File: src/trap_vec_map.svh
// register offsets, field positions, trap numbers and codes of the trap vectoring block
`ifndef TRAP_VEC_MAP_SVH
`define TRAP_VEC_MAP_SVH
`define OFS_REQ       8'h00
`define OFS_ENABLE    8'h04
`define OFS_LEVEL     8'h08
`define OFS_CAUSE     8'h0C
`define OFS_SWTRAP    8'h10
`define OFS_STATE     8'h14
`define OFS_IRQ_STAT  8'h18
`define OFS_IRQ_MASK  8'h1C
`define TRAP_RESET    7'h00
`define TRAP_NMI      7'h02
`define TRAP_STACK_OVER  7'h04
`define TRAP_STACK_UNDER 7'h06
`define TRAP_CLASS_B  7'h0A
`define CLASS_NONE    2'h0
`define CLASS_I       2'h1
`define CLASS_II      2'h2
`define CLASS_III     2'h3
`define SRC_TRAPS     56'h8F_0D_FA_B5_08_22_32
`define IRQ_HW_TRAP   0
`define IRQ_TAKEN     1
`define RESP_OKAY     2'h0
`define RESP_SLVERR   2'h2
`endif

File: src/trap_vec_pkg.sv
// types shared by the trap vectoring block
package trap_vec_pkg;
    // one offered vector: trap number, table location, priority class
    typedef struct packed {
        logic [6:0] trap;
        logic [8:0] loc;
        logic [1:0] pclass;
    } vector_type;
    // hardware trap events, bit order equals the cause flag layout
    typedef struct packed {
        logic [4:0] class_b;
        logic       stack_underflow;
        logic       stack_overflow;
        logic       nmi;
    } trap_event_type;
    // whole block state
    typedef struct packed {
        logic        awready;
        logic        wready;
        logic        arready;
        logic        aw_full;
        logic        w_full;
        logic        bvalid;
        logic        rvalid;
        logic [1:0]  bresp;
        logic [1:0]  rresp;
        logic [7:0]  aw_addr;
        logic [31:0] wdata;
        logic [3:0]  wstrb;
        logic [31:0] rdata;
        logic [7:0]  req;
        logic [7:0]  en;
        logic [31:0] level;
        logic [7:0]  cause;
        logic        reset_p;
        logic        nmi_p;
        logic        stack_over_p;
        logic        stack_under_p;
        logic        class_b_p;
        logic        sw_p;
        logic [6:0]  sw_num;
        logic        vec_valid;
        logic        vec_int;
        logic [2:0]  vec_src;
        vector_type  vec;
        logic [1:0]  irq_stat;
        logic [1:0]  irq_mask;
        logic        irq;
    } state_type;
endpackage

File: src/interrupt_trap_vectoring.sv
// interrupt and trap vectoring unit with AXI4-Lite register slave
// Contract
// - each source has request flag, enable flag and fixed trap number/vector
// - hardware traps branch to their own vector, no mask suppresses them
// - each hardware trap sets its own bit in the cause flags
// - hardware trap preempts anything except a higher trap service
// - no interrupt or event transfer enters during a trap service
// - all resets vector to location 0, trap 00h, class III
// - class A: nmi 02h, stack overflow 04h, underflow 06h, class II
// - class B traps share trap 0Ah at 028h, class I
// - illegal external bus access raises class B and its own flag
// - software trap takes any number 00h-7Fh at current cpu priority
// - each source programmed to one of sixteen levels
// - only a strictly higher level interrupts a running service
`timescale 1ns/1ps
`default_nettype none
`include "trap_vec_map.svh"
module interrupt_trap_vectoring (
    input  wire logic                          aclk,
    input  wire logic                          aresetn,
    input  wire logic                          awvalid,
    output logic                               awready,
    input  wire logic [7:0]                    awaddr,
    input  wire logic                          wvalid,
    output logic                               wready,
    input  wire logic [31:0]                   wdata,
    input  wire logic [3:0]                    wstrb,
    output logic                               bvalid,
    input  wire logic                          bready,
    output logic [1:0]                         bresp,
    input  wire logic                          arvalid,
    output logic                               arready,
    input  wire logic [7:0]                    araddr,
    output logic                               rvalid,
    input  wire logic                          rready,
    output logic [31:0]                        rdata,
    output logic [1:0]                         rresp,
    input  wire logic [7:0]                    src_event,
    input  wire trap_vec_pkg::trap_event_type  hw_traps,
    input  wire logic                          sw_reset,
    input  wire logic                          wdt_overflow,
    input  wire logic [3:0]                    cpu_level,
    input  wire logic [1:0]                    cpu_trap_class,
    input  wire logic                          vec_ack,
    output logic                               vec_valid,
    output trap_vec_pkg::vector_type           vec,
    output logic                               irq
);
    localparam logic [55:0] SRC_TRAPS = `SRC_TRAPS;

    trap_vec_pkg::state_type s;
    trap_vec_pkg::state_type next_s;
    logic [3:0]              granted_lvl;

    // offer a vector and derive its location
    function automatic trap_vec_pkg::vector_type mk_vec(input logic [6:0] t,
                                                        input logic [1:0] c);
        mk_vec.trap   = t;
        mk_vec.loc    = {t, 2'b00};
        mk_vec.pclass = c;
    endfunction

    // next state of bus slave, flags and arbiter
    always_comb begin
        logic [31:0] m;
        logic [31:0] d;
        logic [31:0] rd;
        logic        wr_fire;
        logic        rd_ok;
        logic        best_ok;
        logic [3:0]  best_lvl;
        logic [2:0]  best_i;
        m        = {{8{s.wstrb[3]}}, {8{s.wstrb[2]}}, {8{s.wstrb[1]}}, {8{s.wstrb[0]}}};
        d        = s.wdata & m;
        rd       = 32'h0000_0000;
        rd_ok    = 1'b1;
        wr_fire  = s.aw_full && s.w_full && !s.bvalid;
        best_ok  = 1'b0;
        best_lvl = 4'h0;
        best_i   = 3'h0;
        next_s   = s;
        // address and data taken in either order
        if (awvalid && s.awready) begin
            next_s.aw_full = 1'b1;
            next_s.aw_addr = awaddr;
        end
        if (wvalid && s.wready) begin
            next_s.w_full = 1'b1;
            next_s.wdata  = wdata;
            next_s.wstrb  = wstrb;
        end
        if (bready && s.bvalid) begin
            next_s.bvalid = 1'b0;
        end
        if (rready && s.rvalid) begin
            next_s.rvalid = 1'b0;
        end
        // register writes, w1c flags clear here before hardware sets
        if (wr_fire) begin
            next_s.aw_full = 1'b0;
            next_s.w_full  = 1'b0;
            next_s.bvalid  = 1'b1;
            next_s.bresp   = `RESP_OKAY;
            unique case (s.aw_addr)
                `OFS_REQ: next_s.req = s.req & ~d[7:0];
                `OFS_ENABLE: next_s.en = d[7:0] | (s.en & ~m[7:0]);
                `OFS_LEVEL: next_s.level = d | (s.level & ~m);
                `OFS_CAUSE: next_s.cause = s.cause & ~d[7:0];
                `OFS_SWTRAP: begin
                    if (m[0]) begin
                        next_s.sw_p   = 1'b1;
                        next_s.sw_num = s.wdata[6:0];
                    end
                end
                `OFS_STATE: next_s.bresp = `RESP_OKAY;
                `OFS_IRQ_STAT: next_s.irq_stat = s.irq_stat & ~d[1:0];
                `OFS_IRQ_MASK: next_s.irq_mask = d[1:0] | (s.irq_mask & ~m[1:0]);
                default: next_s.bresp = `RESP_SLVERR;
            endcase
        end
        // register reads
        if (arvalid && s.arready) begin
            unique case (araddr)
                `OFS_REQ: rd = {24'h00_0000, s.req};
                `OFS_ENABLE: rd = {24'h00_0000, s.en};
                `OFS_LEVEL: rd = s.level;
                `OFS_CAUSE: rd = {24'h00_0000, s.cause};
                `OFS_SWTRAP: rd = {24'h00_0000, s.sw_p, s.sw_num};
                `OFS_STATE: rd = {4'h0, s.vec_valid, s.vec_int, s.vec_src, s.reset_p,
                                  s.nmi_p, s.stack_over_p, s.stack_under_p, s.class_b_p, s.vec};
                `OFS_IRQ_STAT: rd = {30'h0000_0000, s.irq_stat};
                `OFS_IRQ_MASK: rd = {30'h0000_0000, s.irq_mask};
                default: rd_ok = 1'b0;
            endcase
            next_s.rvalid = 1'b1;
            next_s.rdata  = rd;
            next_s.rresp  = rd_ok ? `RESP_OKAY : `RESP_SLVERR;
        end
        // cpu takes the offered vector
        if (s.vec_valid && vec_ack) begin
            next_s.vec_valid   = 1'b0;
            next_s.irq_stat[`IRQ_TAKEN] = 1'b1;
        end
        // highest enabled source strictly above the cpu level
        for (int i = 0; i < 8; i++) begin
            if (s.req[i] && s.en[i] && s.level[4*i+:4] > cpu_level
                && (!best_ok || s.level[4*i+:4] > best_lvl)) begin
                best_ok  = 1'b1;
                best_lvl = s.level[4*i+:4];
                best_i   = 3'(i);
            end
        end
        // arbitration: reset, class A, class B, software trap, interrupt
        if (!s.vec_valid) begin
            if (s.reset_p) begin
                next_s.reset_p   = 1'b0;
                next_s.vec_valid = 1'b1;
                next_s.vec_int   = 1'b0;
                next_s.vec       = mk_vec(`TRAP_RESET, `CLASS_III);
            end else if (s.nmi_p && `CLASS_II >= cpu_trap_class) begin
                next_s.nmi_p     = 1'b0;
                next_s.vec_valid = 1'b1;
                next_s.vec_int   = 1'b0;
                next_s.vec       = mk_vec(`TRAP_NMI, `CLASS_II);
            end else if (s.stack_over_p && `CLASS_II >= cpu_trap_class) begin
                next_s.stack_over_p  = 1'b0;
                next_s.vec_valid     = 1'b1;
                next_s.vec_int       = 1'b0;
                next_s.vec           = mk_vec(`TRAP_STACK_OVER, `CLASS_II);
            end else if (s.stack_under_p && `CLASS_II >= cpu_trap_class) begin
                next_s.stack_under_p = 1'b0;
                next_s.vec_valid     = 1'b1;
                next_s.vec_int       = 1'b0;
                next_s.vec           = mk_vec(`TRAP_STACK_UNDER, `CLASS_II);
            end else if (s.class_b_p && `CLASS_I >= cpu_trap_class) begin
                next_s.class_b_p = 1'b0;
                next_s.vec_valid = 1'b1;
                next_s.vec_int   = 1'b0;
                next_s.vec       = mk_vec(`TRAP_CLASS_B, `CLASS_I);
            end else if (s.sw_p) begin
                next_s.sw_p      = wr_fire && s.aw_addr == `OFS_SWTRAP && m[0]; // new write wins
                next_s.vec_valid = 1'b1;
                next_s.vec_int   = 1'b0;
                next_s.vec       = mk_vec(s.sw_num, `CLASS_NONE);
            end else if (best_ok && cpu_trap_class == `CLASS_NONE) begin
                next_s.req[best_i] = 1'b0;
                next_s.vec_valid   = 1'b1;
                next_s.vec_int     = 1'b1;
                next_s.vec_src     = best_i;
                next_s.vec         = mk_vec(SRC_TRAPS[7*best_i+:7], `CLASS_NONE);
            end
        end
        // hardware sets last so an event in a clearing cycle survives
        next_s.req   = next_s.req | src_event;
        next_s.cause = next_s.cause | hw_traps;
        if (sw_reset || wdt_overflow) begin
            next_s.reset_p = 1'b1;
        end
        if (hw_traps.nmi) begin
            next_s.nmi_p = 1'b1;
        end
        if (hw_traps.stack_overflow) begin
            next_s.stack_over_p = 1'b1;
        end
        if (hw_traps.stack_underflow) begin
            next_s.stack_under_p = 1'b1;
        end
        if (|hw_traps.class_b) begin
            next_s.class_b_p = 1'b1;
        end
        if (|hw_traps) begin
            next_s.irq_stat[`IRQ_HW_TRAP] = 1'b1;
        end
        // ready and interrupt flops follow the new state
        next_s.awready = !next_s.aw_full && !next_s.bvalid;
        next_s.wready  = !next_s.w_full && !next_s.bvalid;
        next_s.arready = !next_s.rvalid;
        next_s.irq     = |(next_s.irq_stat & next_s.irq_mask);
    end

    // state register, reset offers the reset vector first
    always_ff @(posedge aclk) begin
        if (!aresetn) begin
            s         <= '0;
            s.reset_p <= 1'b1;
        end else begin
            s <= next_s;
        end
    end

    // outputs straight from the state flops
    assign awready     = s.awready;
    assign wready      = s.wready;
    assign bvalid      = s.bvalid;
    assign bresp       = s.bresp;
    assign arready     = s.arready;
    assign rvalid      = s.rvalid;
    assign rdata       = s.rdata;
    assign rresp       = s.rresp;
    assign vec_valid   = s.vec_valid;
    assign vec         = s.vec;
    assign irq         = s.irq;
    assign granted_lvl = s.level[4*s.vec_src+:4];
endmodule
`default_nettype wire

File: config.mk
export PLATFORM = sky130hd
export DESIGN_NAME = interrupt_trap_vectoring
export DESIGN_NICKNAME = d
export VERILOG_FILES = /design/src/trap_vec_pkg.sv /design/src/interrupt_trap_vectoring.sv
export VERILOG_INCLUDE_DIRS = /design/src /design/src/src
export SDC_FILE = /design/constraint.sdc
export NUM_CORES = 1
export LEC_CHECK = 0
export ABC_AREA = 1
export BUFFER_PORTS_ARGS = -buffer_cell sky130_fd_sc_hd__buf_2
export CAP_MARGIN = 0
export CORE_ASPECT_RATIO = 0.7
export CORE_UTILIZATION = 55
export DETAILED_ROUTE_END_ITERATION = 12
export GPL_TIMING_DRIVEN = 0
export PLACE_DENSITY = 0.78
export SLEW_MARGIN = 20
export SYNTH_ARGS = -nofsm -noshare
export SYNTH_HDL_FRONTEND = slang
export SYNTH_SLANG_ARGS = --single-unit
File: constraint.sdc
create_clock -name aclk -period 10 [get_ports aclk]
set_input_delay 1 -clock aclk [delete_from_list [all_inputs] [get_ports aclk]]
set_output_delay 1 -clock aclk [all_outputs]
set_load 0.02 [all_outputs]
==> Word-level counts from Yosys, hierarchy flattened <==
Index checks and enable logic that the tools add are counted.
{ "totals": {"reg_bits": 184, "output_inout_bits": 61, "elab_cells": 286} }
{ "classes": {"multipliers": 1, "magnitude_cmp": 19, "n_eq_ne": 28, "shifts": 1, "n_mux": 92, "bitwise_logic": 28, "n_reduce_logical": 84} }
{ "op_table": {"columns": ["cell", "count"], "rows": [
  ["32-bit one-hot mux with 8 select lines", 1],
  ["8-bit two-way mux", 14],
  ["18-bit two-way mux", 6],
  ["32-bit AND", 2],
  ["8-bit by 5-bit equality test with 1-bit output, second input constant", 8],
  ["4-bit > comparator", 15],
  ["56-bit two-way mux", 1],
  ["56-bit by 7-bit indexed part select with 7-bit output, first input constant", 1],
  ["23-bit two-way mux", 2],
  ["3-bit two-way mux", 14],
  ["1-bit logical AND", 41],
  ["4-bit two-way mux", 9],
  ["8-bit AND", 4],
  ["8-bit by 4-bit equality test with 1-bit output, second input constant", 4],
  ["32-bit two-way mux", 1],
  ["32-bit NOT", 1],
  ["32-bit OR", 1],
  ["1-bit two-way mux", 30],
  ["8-bit NOT", 3],
  ["8-bit OR", 3],
  ["8-bit OR reduction", 3],
  ["2-bit two-way mux", 11],
  ["2-bit inequality test, second input constant", 9],
  ["8-bit by 3-bit equality test with 1-bit output, second input constant", 2],
  ["26 further kinds", 67]
]} }

==> Logic depth before layout (Yosys ltp) <==
Gate-level depths: netlist (run 1).
{ "depth": {"depth_word": 46, "ltp_mapped": 82, "mapped_depth_nobuf": 80} }

==> Worst setup path before layout (run 1) <==
Ideal clock, no wire load.
{ "synth_timing": {"kind": "input to register", "start": "input port cpu_level[3]", "end": "register s (netlist bit vec[17])", "setup_time_ps": 70, "t_arrival_ps": 8970, "path_slack_ps": 960, "stages": 73, "n_path_buf": 2, "path_cell_list": "inv_1 > ha_1 > nand2_1 > nor2_2 > nor2_2 > nand2_4 > inv_2 > nand2_1 > ha_1 > nand2_1 > o21ai_0 > nand2_1 > a21oi_4 > nor2_1 > a21oi_2 > ha_1 > a21oi_1 > o21ai_0 > [37 not listed] > nand2_1 > o21ai_1 > ha_1 > inv_1 > nor2_1 > o21bai_1 > nand2_1 > o21ai_0 > nand2_1 > nand2_1 > inv_1 > nor2_1 > nand3_2 > nand2_1 > nand2_1 > o21ai_1 > nand2_1 > a21oi_1"} }
{ "synth_between": {"elab_chain_len": 40, "elab_cells_between_ends": 78, "classes_between": "1 x mul; 15 x order compare; 1 x shift; 29 x mux; 32 x reduce/logical"} }
{ "synth_rtl": {"columns": ["element", "line", "source"], "rows": [
  ["start: declaration", "interrupt_trap_vectoring.sv:42", "input wire logic [3:0] cpu_level,"],
  ["4-bit > comparator", "interrupt_trap_vectoring.sv:146", "if (s.req[i] && s.en[i] && s.level[4*i+:4] > cpu_level"],
  ["1-bit logical AND", "interrupt_trap_vectoring.sv:146", null],
  ["4-bit two-way mux / 1-bit two-way mux (equally long branches)", "interrupt_trap_vectoring.sv:146", null],
  ["4-bit > comparator / 1-bit logical NOT (equally long branches)", "interrupt_trap_vectoring.sv:147", "&& (!best_ok || s.level[4*i+:4] > best_lvl)) begin"],
  ["1-bit logical OR", "interrupt_trap_vectoring.sv:147", null],
  ["1-bit logical AND", "interrupt_trap_vectoring.sv:147", null],
  ["4-bit two-way mux / 1-bit two-way mux (equally long branches)", "interrupt_trap_vectoring.sv:146", null],
  ["4-bit > comparator / 1-bit logical NOT (equally long branches)", "interrupt_trap_vectoring.sv:147", null],
  ["[24 not listed]", null, null],
  ["56-bit by 7-bit indexed part select with 7-bit output", "interrupt_trap_vectoring.sv:190", "next_s.vec = mk_vec(SRC_TRAPS[7*best_i+:7], `CLASS_NONE);"],
  ["23-bit two-way mux", "interrupt_trap_vectoring.sv:185", "end else if (best_ok && cpu_trap_class == `CLASS_NONE) begin"],
  ["18-bit two-way mux", "interrupt_trap_vectoring.sv:180", "end else if (s.sw_p) begin"],
  ["18-bit two-way mux", "interrupt_trap_vectoring.sv:175", "end else if (s.class_b_p && `CLASS_I >= cpu_trap_class) begin"],
  ["18-bit two-way mux", "interrupt_trap_vectoring.sv:170", "end else if (s.stack_under_p && `CLASS_II >= cpu_trap_class) begin"],
  ["18-bit two-way mux", "interrupt_trap_vectoring.sv:165", "end else if (s.stack_over_p && `CLASS_II >= cpu_trap_class) begin"],
  ["18-bit two-way mux", "interrupt_trap_vectoring.sv:160", "end else if (s.nmi_p && `CLASS_II >= cpu_trap_class) begin"],
  ["18-bit two-way mux", "interrupt_trap_vectoring.sv:155", "if (s.reset_p) begin"],
  ["end signal: assignment", "interrupt_trap_vectoring.sv:227", "s <= next_s;"],
  ["end: declaration", "interrupt_trap_vectoring.sv:51", "trap_vec_pkg::state_type s;"]
]} }
Several ways; a longest one is shown, not always the timed one. The select of a mux whose other input is x is not followed.
A chain may end at the register's enable or synchronous reset.

==> Worst setup path after layout (run 1) <==
Same ends and word-level chain as after synthesis.

==> summary.md, run 1 <==
| Metric | Value |
|---|---|
| Run status | finished, final reports clean |
| Most instantiated cells after synthesis | 217 x nand2_1, 173 x dfxtp_1, 158 x inv_1, 154 x a21oi_1, 142 x o21ai_0 |
| Seq cells post-synth | 173 |
| CORE AREA | 16400 sq um |
| Worst-skew pair later-pin latency | around 440 ps |
| CTS Buf Count | 17 |
| CP arrival | 10290 ps |
| Die ar. | between 15000 and 20000 sq um |
| Peak supply drop | ~0.000096 V |
| Hold crit path type | reg -> reg |
| Via/cell ratio | 5.57 |
| Power per cell area | 135 nW/um^2 |
| Syn-to-layout area delta | 23.5% |
| Crit Path Max Fanout | 8 |
| Cts-stage hold buffer count | 0 |
| Synth unique cells | 43 |
| Drt initial violations | 1127 |
| Die width | 158 um |
| Clock Pin Slew Worst Setup and Hold Paths | about 70 ps |
| Cell mode on critical path | nand2_1 |
| Average size of a mapped cell | 7.12 sq um |
| Rel. slew slack | 0.473 |
| Fin crit period | 9930 ps |
| Share of cells above drive strength 1 | 0.243 |
| Async set or reset register ratio after synthesis | 0 |
| IO Count | 145 |
| Primary FF master, synth | dfxtp_1 |
| Via count | 9708 |
| Seq/Total Area, Yosys | 0.371 |
| Fin. max-slew vios | 0 |
| Root buffer cell | clkbuf_16 |
| Synth top area cells | dfxtp_1 37%, nand2_1 8.7%, a21oi_1 8.3%, ha_1 8.1%, o21ai_0 7.6% |
| Syn Inst Count | around 1300 |
| Worst setup path class | in -> reg |
| Count leader, synth | nand2_1 |
| Detailed Place HPWL | approximately 23000 um |
| Avg WL per Cell | 17.6 um |
| Final setup fails | 0 |
| Final Hold Viols | 0 |
| CP peak stage delay | roughly 340 ps |
| Post-synth EDFFs | 0 |
| Multi-input gate area | 4970 sq um |
| Routed wire length | 30700 um |
| Wire length of the first global-routing pass | 45000 um |
| Least-Margin Pin Slew | 791 ps |
| Leak | approximately 0.0053 uW |
| Placed cell areas | 10300 sq um |
| GRT Residual Overflow | 0 |
| Fillers | 1417 |
| Worst Setup End Kind | flop |
| Storage cell area | 3460 sq um |
| Worst Path Buf+Inv | 11 |
| Gpl congestion | approximately 1.0 |
| Post-Route Skew | 11.1 ps |
| Crit path max-delay family | compound AO/OA/AOI/OAI gates |
| Syn Std Cell Area | 9330 sq um |
| H-tree levels | 4 |
| Layout Nets | 1649 |
| Slowest-stage cell, CP | ha_1 |
| Largest net degree at the start of global routing | 17 |
| Vias in the first global route | 8426 |
| Port-buffer cells | 140 |
| Final ANT Viol Nets | 0 |
| Synth top area share | 0.371 |
| GRT Overall Usage | 0.342 |
| Pwr Total | 1560 uW |
| # diodes | 0 |
| Clk buf depth | 2 |
| Final period utilization | 0.993 |
| Std cell rows | 39 |
| Initial core utilization | 0.567 |
| Ys Warns | 0 |
| Worst setup SP type | input pin |
| Die Ht | around 110 um |
| Synth area leader | dfxtp_1 |
| Initial antenna violation count | 0 |
| CTS tree | yes |
| Cell area after layout | 11500 sq um |
| Fmax | 101 MHz |
| Max Cap Viol | 0 |
| Sink Count | between 150 and 200 |
| Hold Slack | 450 ps |
| DRC errors left | 0 |
| Drt pass-1 iters | 5 |
| WP data required | 10360 ps |
[power breakdown]
group / leakage (uW) / internal, uW / switching [uW] / total, uW
Combinational: 0.00365 / 51.7 / 98.9 / 151
Clock: 0.000285 / 373 / 305 / 679
Sequential: 0.00141 / 714 / 16.6 / 730
Total: 0.00535 / 1140 / 421 / 1560
[worst reg2reg max path, delay by kind of cell, from the launching register on]
family / cells / cell delay (ps)
compound gates: 27 / 3210
flops: 1 / 530
fa+ha+maj: 8 / 2260
buf+inv: 8 / 740
simple gates: 31 / 2800
[layer usage]
layer	part of all wire	up-vias	wire length, um	track usage
li1	-	4676	-	-
met1	0.44	4452	13500	0.494
met2	0.41	517	12600	0.465
met3	0.12	63	3650	0.105
met4	0.030	0	920	0.139
met5	0	-	0	0
[registers in the layout (all words and copies together) (netlist names)]
register,flops
rresp,1
bvalid,1
arready,1
vec,9
s,123
awready,1
irq,1
rvalid,1
wready,1
bresp,1
rdata,32
vec_valid,1
[placed cells by master, fill, tap and decap left out, types with 17 or more instances in the layout]
master,netlist,routed
clkbuf_16,0,17
nand3_1,31,30
o21ai_0,142,131
nor2_1,128,127
nand2_2,19,30
a21oi_1,154,144
nand2_1,217,199
clkbuf_1,40,41
dfxtp_1,173,173
buf_4,55,82
buf_2,1,140
ha_1,60,48
o21ai_1,14,17
o22ai_1,17,17
inv_1,158,152
o21ai_2,11,18
[worst paths after layout]
check | startpoint | endpoint | slack (ps) | depth (start not counted)
min reg2reg | s[180] | awready | 450 | 1
max | cpu_level[3] | vec[17] | 70 | 77
min | s[180] | awready | 450 | 1
max reg2reg | s[50] | vec[17] | 360 | 74
[layout make-up]
cell class | instances | area share
buffer | 99 | 0.0513
inverter | 165 | 0.0558
timing repair buffer | 174 | 0.0852
tap | 225 | 0.0244
clock buffer | 18 | 0.0373
multi-input combinational | 875 | 0.432
sequential | 173 | 0.301
clock inverter | 13 | 0.0136
[stage by stage]
step,cells,utilization,setup WS [ps],setup TNS [ps]
floorplan,1312,-,960,0
global placement,1677,0.627,-612,-8030
detailed placement,1677,0.627,-810,-11650
CTS,1722,0.671,1.07,0
global route,1742,0.700,-425,-5270
finish,1742,0.700,72.8,0
[cell families after synthesis]
kind of cell	Yosys count	share of synthesized area
simple gates	427	0.191
fa+ha+maj	60	0.0805
flops	173	0.371
other cells	1	0.000402
buf+inv	264	0.129
compound gates	384	0.227
[what timing repair did]
action / 4_1_cts / 5_1_grt
setup buffers: 14 / 18
gates resized for setup: 10 / 86
pin swaps: 6 / 52
setup endpoints to repair: 18 / 18
gates cloned: 0 / 2
Power figures use the tool's default switching activity.
==> inputs of run 2 (changes only) <==
ABC_AREA = unset   (was 1)
SLEW_MARGIN = unset   (was 20)
==> run 2 against run 1 <==
Net effect:
- the run now ends with setup timing left
- critical path type unchanged
- combinational power down 5%
- clock skew up 4.1 ps
- routed wire length up 7.3%
- non-clock buffer count up 30
==> summary.md, run 2 <==
| Metric | Value |
|---|---|
| Most instantiated cells after synthesis | 228 x nand2_1, 173 x dfxtp_1, 159 x a21oi_1, 100 x nor2_1, 60 x ha_1 |
| Largest family of logic cells by synthesized area | simple AND/OR/NAND/NOR gates |
| Ys Warns | 0 |
| Hold path depth | 1 |
| Detailed Place HPWL | between 20000 and 25000 um |
| Largest register FFs | 123 |
| Setup TNS | -34860 ps |
| Failing checks | setup timing |
| Final ANT Viol Nets | 0 |
| Clock Pin Slew Worst Setup and Hold Paths | about 70 ps |
| Clk buf depth | 2 |
| GRT busiest layer | met2 |
| Synth top area cells | dfxtp_1 37%, nand2_1 9.1%, a21oi_1 8.5%, ha_1 8.0%, buf_4 4.3% |
| Syn Inst Count | 1195 |
| Wire length of the first global-routing pass | roughly 50000 um |
| Port-buffer cells | 140 |
| Crit path max-delay family | compound AO/OA/AOI/OAI gates |
| CTS Buf Count | 17 |
| CP peak stage delay | between 300 and 400 ps |
| Count leader, synth | nand2_1 |
| GRT Overall Usage | 0.378 |
| Run status | finished, violations left |
| Post-Route Skew | 15.2 ps |
| Syn Std Cell Area | roughly 9400 sq um |
| Final setup fails | 18 |
| Crit Path Max Fanout | 8 |
| Cell area after layout | 12100 sq um |
| Average size of a mapped cell | 7.85 sq um |
| Sink Count | roughly 170 |
| Cell mode on critical path | o21a_1 |
| Hold crit path type | reg -> reg |
| Synth unique cells | 60 |
| CTS tree | yes |
| Setup WS post-layout | -2010 ps |
| GRT Residual Overflow | 0 |
| Std cell rows | 39 |
| Final period utilization | 1.20 |
| Met3 Use GR | 0.109 |
| Cts-stage hold buffer count | 0 |
| Grt met1 use | 0.526 |
| Final Hold Viols | 0 |
| FF-to-FF Start | s[49] |
| Slowest-stage cell, CP | a32o_2 |
| Worst Path Buf+Inv | 9 |
| Seq/Total Area, Yosys | 0.369 |
| Via count | ~9900 |
| Synth Area in XOR/XNOR | 0 |
| Fin. max-slew vios | 0 |
| Rel. slew slack | 0.298 |
| Simple-Gate Fraction of Synth Area | 0.216 |
| Vias in the first global route | 9121 |
| Top reg by flops | s |
| Routed wire length | between 30000 and 40000 um |
| Via/cell ratio | around 6 |
| Primary FF master, synth | dfxtp_1 |
| Share of cells above drive strength 1 | 0.272 |
| Post-synth EDFFs | 0 |
| DP Worst Slack | -3430 ps |
| Hold Slack | 453 ps |
| Most frequent cells in the layout | 224 x nand2_1, 173 x dfxtp_1, 152 x a21oi_1 |
| CP arrival | 12350 ps |
| Placed cell areas | about 11000 sq um |
| Synth area leader | dfxtp_1 |
| Avg WL per Cell | 20.0 um |
| Gpl congestion | just over 1 |
| CORE AREA | 16500 sq um |
| Compound-Gate Fraction of Synth Area | 0.212 |
| Power per cell area | 128 nW/um^2 |
| Min-delay src | s[180] |
| Mux cell area share after synthesis | 0.0395 |
| Leak | 0.00499 uW |
| Cells on worst reg2reg path | 64 |
| Fmax | 83.2 MHz |
| Initial antenna violation count | 1 |
| Hold Path End | awready |
| Fin crit period | 12010 ps |
| DRC errors left | 0 |
| Max Cap Viol | 0 |
| H-tree levels | 4 |
| Worst-skew pair later-pin latency | 450 ps |
| Drt initial violations | 1209 |
| R2R Setup Slk | -1680 ps |
| Root buffer cell | clkbuf_16 |
| WP data required | 10340 ps |
| Global Route met2 Usage | 0.549 |
| Layout Nets | 1553 |
| Commonest non-fill, non-tap cell in the layout | nand2_1 |
| Largest net degree at the start of global routing | 20 |
| Drt pass-1 iters | 6 |
| Die width | around 160 um |
| Initial core utilization | 0.569 |
| Least-Margin Pin Slew | 1050 ps |
| Reg2reg end | vec[12] |
| Peak supply drop | 0.000116 V |
| Async set or reset register ratio after synthesis | 0 |
| Synth top area share | 0.369 |
| Die Ht | about 110 um |
| Worst Setup End Kind | flop |
| Worst setup path class | in -> reg |
| Die ar. | between 15000 and 20000 sq um |
| Adder-Cell Fraction of Synth Area | 0.0800 |
| IO Count | 145 |
| Unrepaired setup endpoints after global routing | true |
| Seq cells post-synth | between 150 and 200 |
| Syn-to-layout area delta | 28.6% |
| Worst setup SP type | input pin |
run 2: cell count changes after synthesis, sizes merged, moves of 13 or more:
cell    change
a22oi      +17
and2       +17
clkbuf     +14
inv       -123
mux2i      +19
nand4      +13
nor2       -32
nor2b      +22
o21a       +22
o21ai     -138
o22ai      -15
run 2: through the flow:
step / util / cells / power [uW]
global placement: 0.643 / 1563 / 874
CTS: 0.710 / 1633 / 1530
finish: 0.732 / 1649 / 1540
global route: 0.731 / 1648 / 1590
floorplan: - / 1198 / 819
detailed placement: 0.643 / 1563 / 877
run 2: per-layer routing:
metal	up-vias	share of wire
li1	4574	-
met1	4578	0.42
met2	623	0.42
met3	93	0.13
met4	0	0.029
met5	-	0
run 2: worst max path at each step:
stage | start | end | slack (ps) | cells past startpoint
after global placement | cpu_level[2] | s[92] | -3280 | 65
after global routing | cpu_level[1] | vec[12] | -2420 | 64
after CTS | cpu_level[1] | vec[12] | -1750 | 65
after floorplan | cpu_level[1] | vec[12] | -1710 | 64
final | cpu_level[1] | vec[12] | -2010 | 65
after detailed placement | cpu_level[2] | vec[12] | -3430 | 65
run 2: timing repair:
action | in CTS | in global routing
endpoints found under the setup margin | 18 | 18
gates resized for setup | 38 | 48
pin swaps | 42 | 40
setup buffers | 39 | 14
run 2: layout make-up:
cell class                 instances  area (sq um)
timing repair buffer             193          1140
clock buffer                      17           425
buffer                           110           638
sequential                       173          3460
multi-input combinational        874          5780
antenna                            2          5.00
tap                              225           282
clock inverter                    15           174
inverter                          40           161
fill                            1323          4430
run 2: where the power goes:
group / leakage, uW / switching (uW) / internal (uW) / total, uW
Combinational: 0.00329 / 90.7 / 53.2 / 144
Clock: 0.000284 / 334 / 335 / 670
Sequential: 0.00141 / 18.4 / 709 / 727
Total: 0.00499 / 443 / 1100 / 1540
run 2: kinds of logic (layout without fill, tap and decap cells):
kind of cell | Yosys count | count (layout)
muxes | 29 | 29
adders and majority gates | 60 | 60
and+or+nand+nor | 463 | 463
other | 1 | 6
buffers and inverters | 151 | 375
AOI/OAI and AO/OA | 318 | 318
DFF | 173 | 173
run 2: worst reg2reg max path, delay by kind of cell, from the launching register on:
kind	cells	cell delay (ps)
compound gates	35	6820
fa+ha+maj	8	1950
simple gates	13	1460
buf+inv	8	980
flops	1	370
==> inputs of run 3 (changes only) <==
CORE_ASPECT_RATIO = unset   (was 0.7)
SETUP_SLACK_MARGIN = 0.3   (was unset)
SLEW_MARGIN = 0   (was unset)
==> run 3 against run 2 <==
Net effect:
- the flow still finishes with violations (setup timing)
- largest cell class unchanged
- highest routed layer unchanged
- non-clock buffer count decreased by 3
- sequential power hardly changed
- routed wire length decreased by 5.0%
- cell count decreased by 0.73%
- worst hold slack gained 2.7 ps
- sequential share of layout area up 0.40 points
==> summary.md, run 3 (synthesis gave the netlist of run 2 again) <==
| Metric | Value |
|---|---|
| Cts-stage hold buffer count | 0 |
| Die Ht | 133 um |
| Clock network power share | 0.434 |
| Pwr Total | around 1500 uW |
| Setup WS post-layout | -1880 ps |
| Least-Margin Pin Slew | roughly 1000 ps |
| Reg power frac | 0.475 |
| Worst setup SP type | input pin |
| Hold crit path type | reg -> reg |
| Rel. slew slack | 0.304 |
| Fin. max-slew vios | 0 |
| Port-buffer cells | between 100 and 150 |
| CTS Buf Count | 17 |
| Sink Count | between 150 and 200 |
| Detailed Place HPWL | about 23000 um |
| Sw Share | 0.257 |
| Max Cap Viol | 0 |
| Final setup fails | 18 |
| CP arrival | 12160 ps |
| Root buffer cell | clkbuf_16 |
| Worst setup path class | in -> reg |
| Largest register FFs | 123 |
| CTS tree | yes |
| Hold Slack | 456 ps |
| Clk buf depth | 2 |
| DRC errors left | 0 |
| CP peak stage delay | 390 ps |
| Die width | 133 um |
| Die ar. | 17600 sq um |
| Crit Path Max Fanout | 8 |
| Min-delay src | s[160] |
| Gpl congestion | 0.965 |
| Worst Setup End Kind | flop |
| Sw power | between 300 and 400 uW |
| Syn-to-layout area delta | 26.8% |
| Final ANT Viol Nets | 0 |
| Commonest non-fill, non-tap cell in the layout | nand2_1 |
| Fin crit period | about 12000 ps |
| Wire length of the first global-routing pass | roughly 47000 um |
| Run status | finished, violations left |
| Final Hold Viols | 0 |
| Int Power | 1140 uW |
| Cell area after layout | 11900 sq um |
| Failing checks | setup timing |
| WP data required | 10290 ps |
| CORE AREA | about 17000 sq um |
| Avg WL per Cell | 19.1 um |
| Routed wire length | 31300 um |
| Most frequent cells in the layout | 226 x nand2_1, 173 x dfxtp_1, 153 x a21oi_1 |
| Comb pwr share | 0.091 |
| Initial core utilization | 0.564 |
| Top reg by flops | s |
| Slowest-stage cell, CP | a221oi_2 |
| Std cell rows | 47 |
| Worst-skew pair later-pin latency | 440 ps |
| Layout Nets | between 1500 and 2000 |
| Leak | ~0.0050 uW |
| FF-to-FF Start | s[50] |
| Setup TNS | -32340 ps |
| H-tree levels | 4 |
| GRT Residual Overflow | 0 |
| Worst setup startpoint | cpu_level[1] |
| Drt initial violations | 1214 |
| IO Count | 145 |
| Placed cell areas | 10600 sq um |
| Unrepaired setup endpoints after global routing | true |
| Drt pass-1 iters | 6 |
| Power per cell area | 129 nW/um^2 |
| Fin util | 0.715 |
| Via/cell ratio | 5.94 |
| Largest net degree at the start of global routing | 17 |
| GRT Overall Usage | 0.348 |
| Via count | just under 10000 |
| Initial antenna violation count | 0 |
| Vias in the first global route | 8762 |
| # diodes | 0 |
| Share of cells above drive strength 1 | 0.263 |
| Peak supply drop | approximately 0.00013 V |
| Post-Route Skew | 8.77 ps |
| Fmax | ~84 MHz |
| Cell mode on critical path | o21a_1 |
| Final period utilization | 1.19 |
| Clock Pin Slew Worst Setup and Hold Paths | ~70 ps |
-- run 3: cell type report --
type,instances,area (sq um)
Timing Repair Buffer,189,1100
Sequential cell,173,3460
Clock inverter,11,136
Tap cell,220,275
Multi-Input combinational cell,874,5660
Buffer,111,653
Clock buffer,19,443
Fill cell,1317,4740
Inverter,40,164
-- run 3: power groups by stage --
| stage | sequential (uW) | clock [uW] | combinational (uW) |
|---|---|---|---|
| floorplan | 737 | 0 | 81.8 |
| global placement | 742 | 0 | 131 |
| detailed placement | 742 | 0 | 133 |
| CTS | 727 | 665 | 136 |
| global route | 729 | 695 | 153 |
| finish | 728 | 665 | 140 |
-- run 3: critical path, delay by kind of cell --
family / cells / cell delay (ps)
AND/OR/NAND/NOR: 10 / 1320
buffers and inverters: 12 / 1490
adder cells (fa/ha/maj): 8 / 2140
AO/OA/AOI/OAI: 35 / 6190
-- run 3: repair_timing --
item                       4_1_cts  5_1_grt
setup endpoints to repair       18       18
resized for setup               24       44
pin swaps                       19       31
buffers inserted                38       11
-- run 3: through the flow --
stage               cells  worst slack [ps]
floorplan            1198             -1710
global placement     1558             -3110
detailed placement   1558             -3250
CTS                  1626             -1670
global route         1637             -2170
finish               1637             -1880
-- run 3: path summary, 6_finish.rpt --
kind	end	slack (ps)	cells past startpoint
min	s[160]	460	2
max reg2reg	s[23]	-1640	62
min reg2reg	s[160]	460	2
max	s[23]	-1880	65
-- run 3: metal layers --
metal / wire, um / track usage / up-vias / part of all wire
li1: - / - / 4553 / -
met1: 12800 / 0.462 / 4437 / 0.41
met2: 14100 / 0.547 / 614 / 0.45
met3: 3090 / 0.0648 / 115 / 0.099
met4: 1300 / 0.165 / 0 / 0.042
met5: 0 / 0 / - / 0
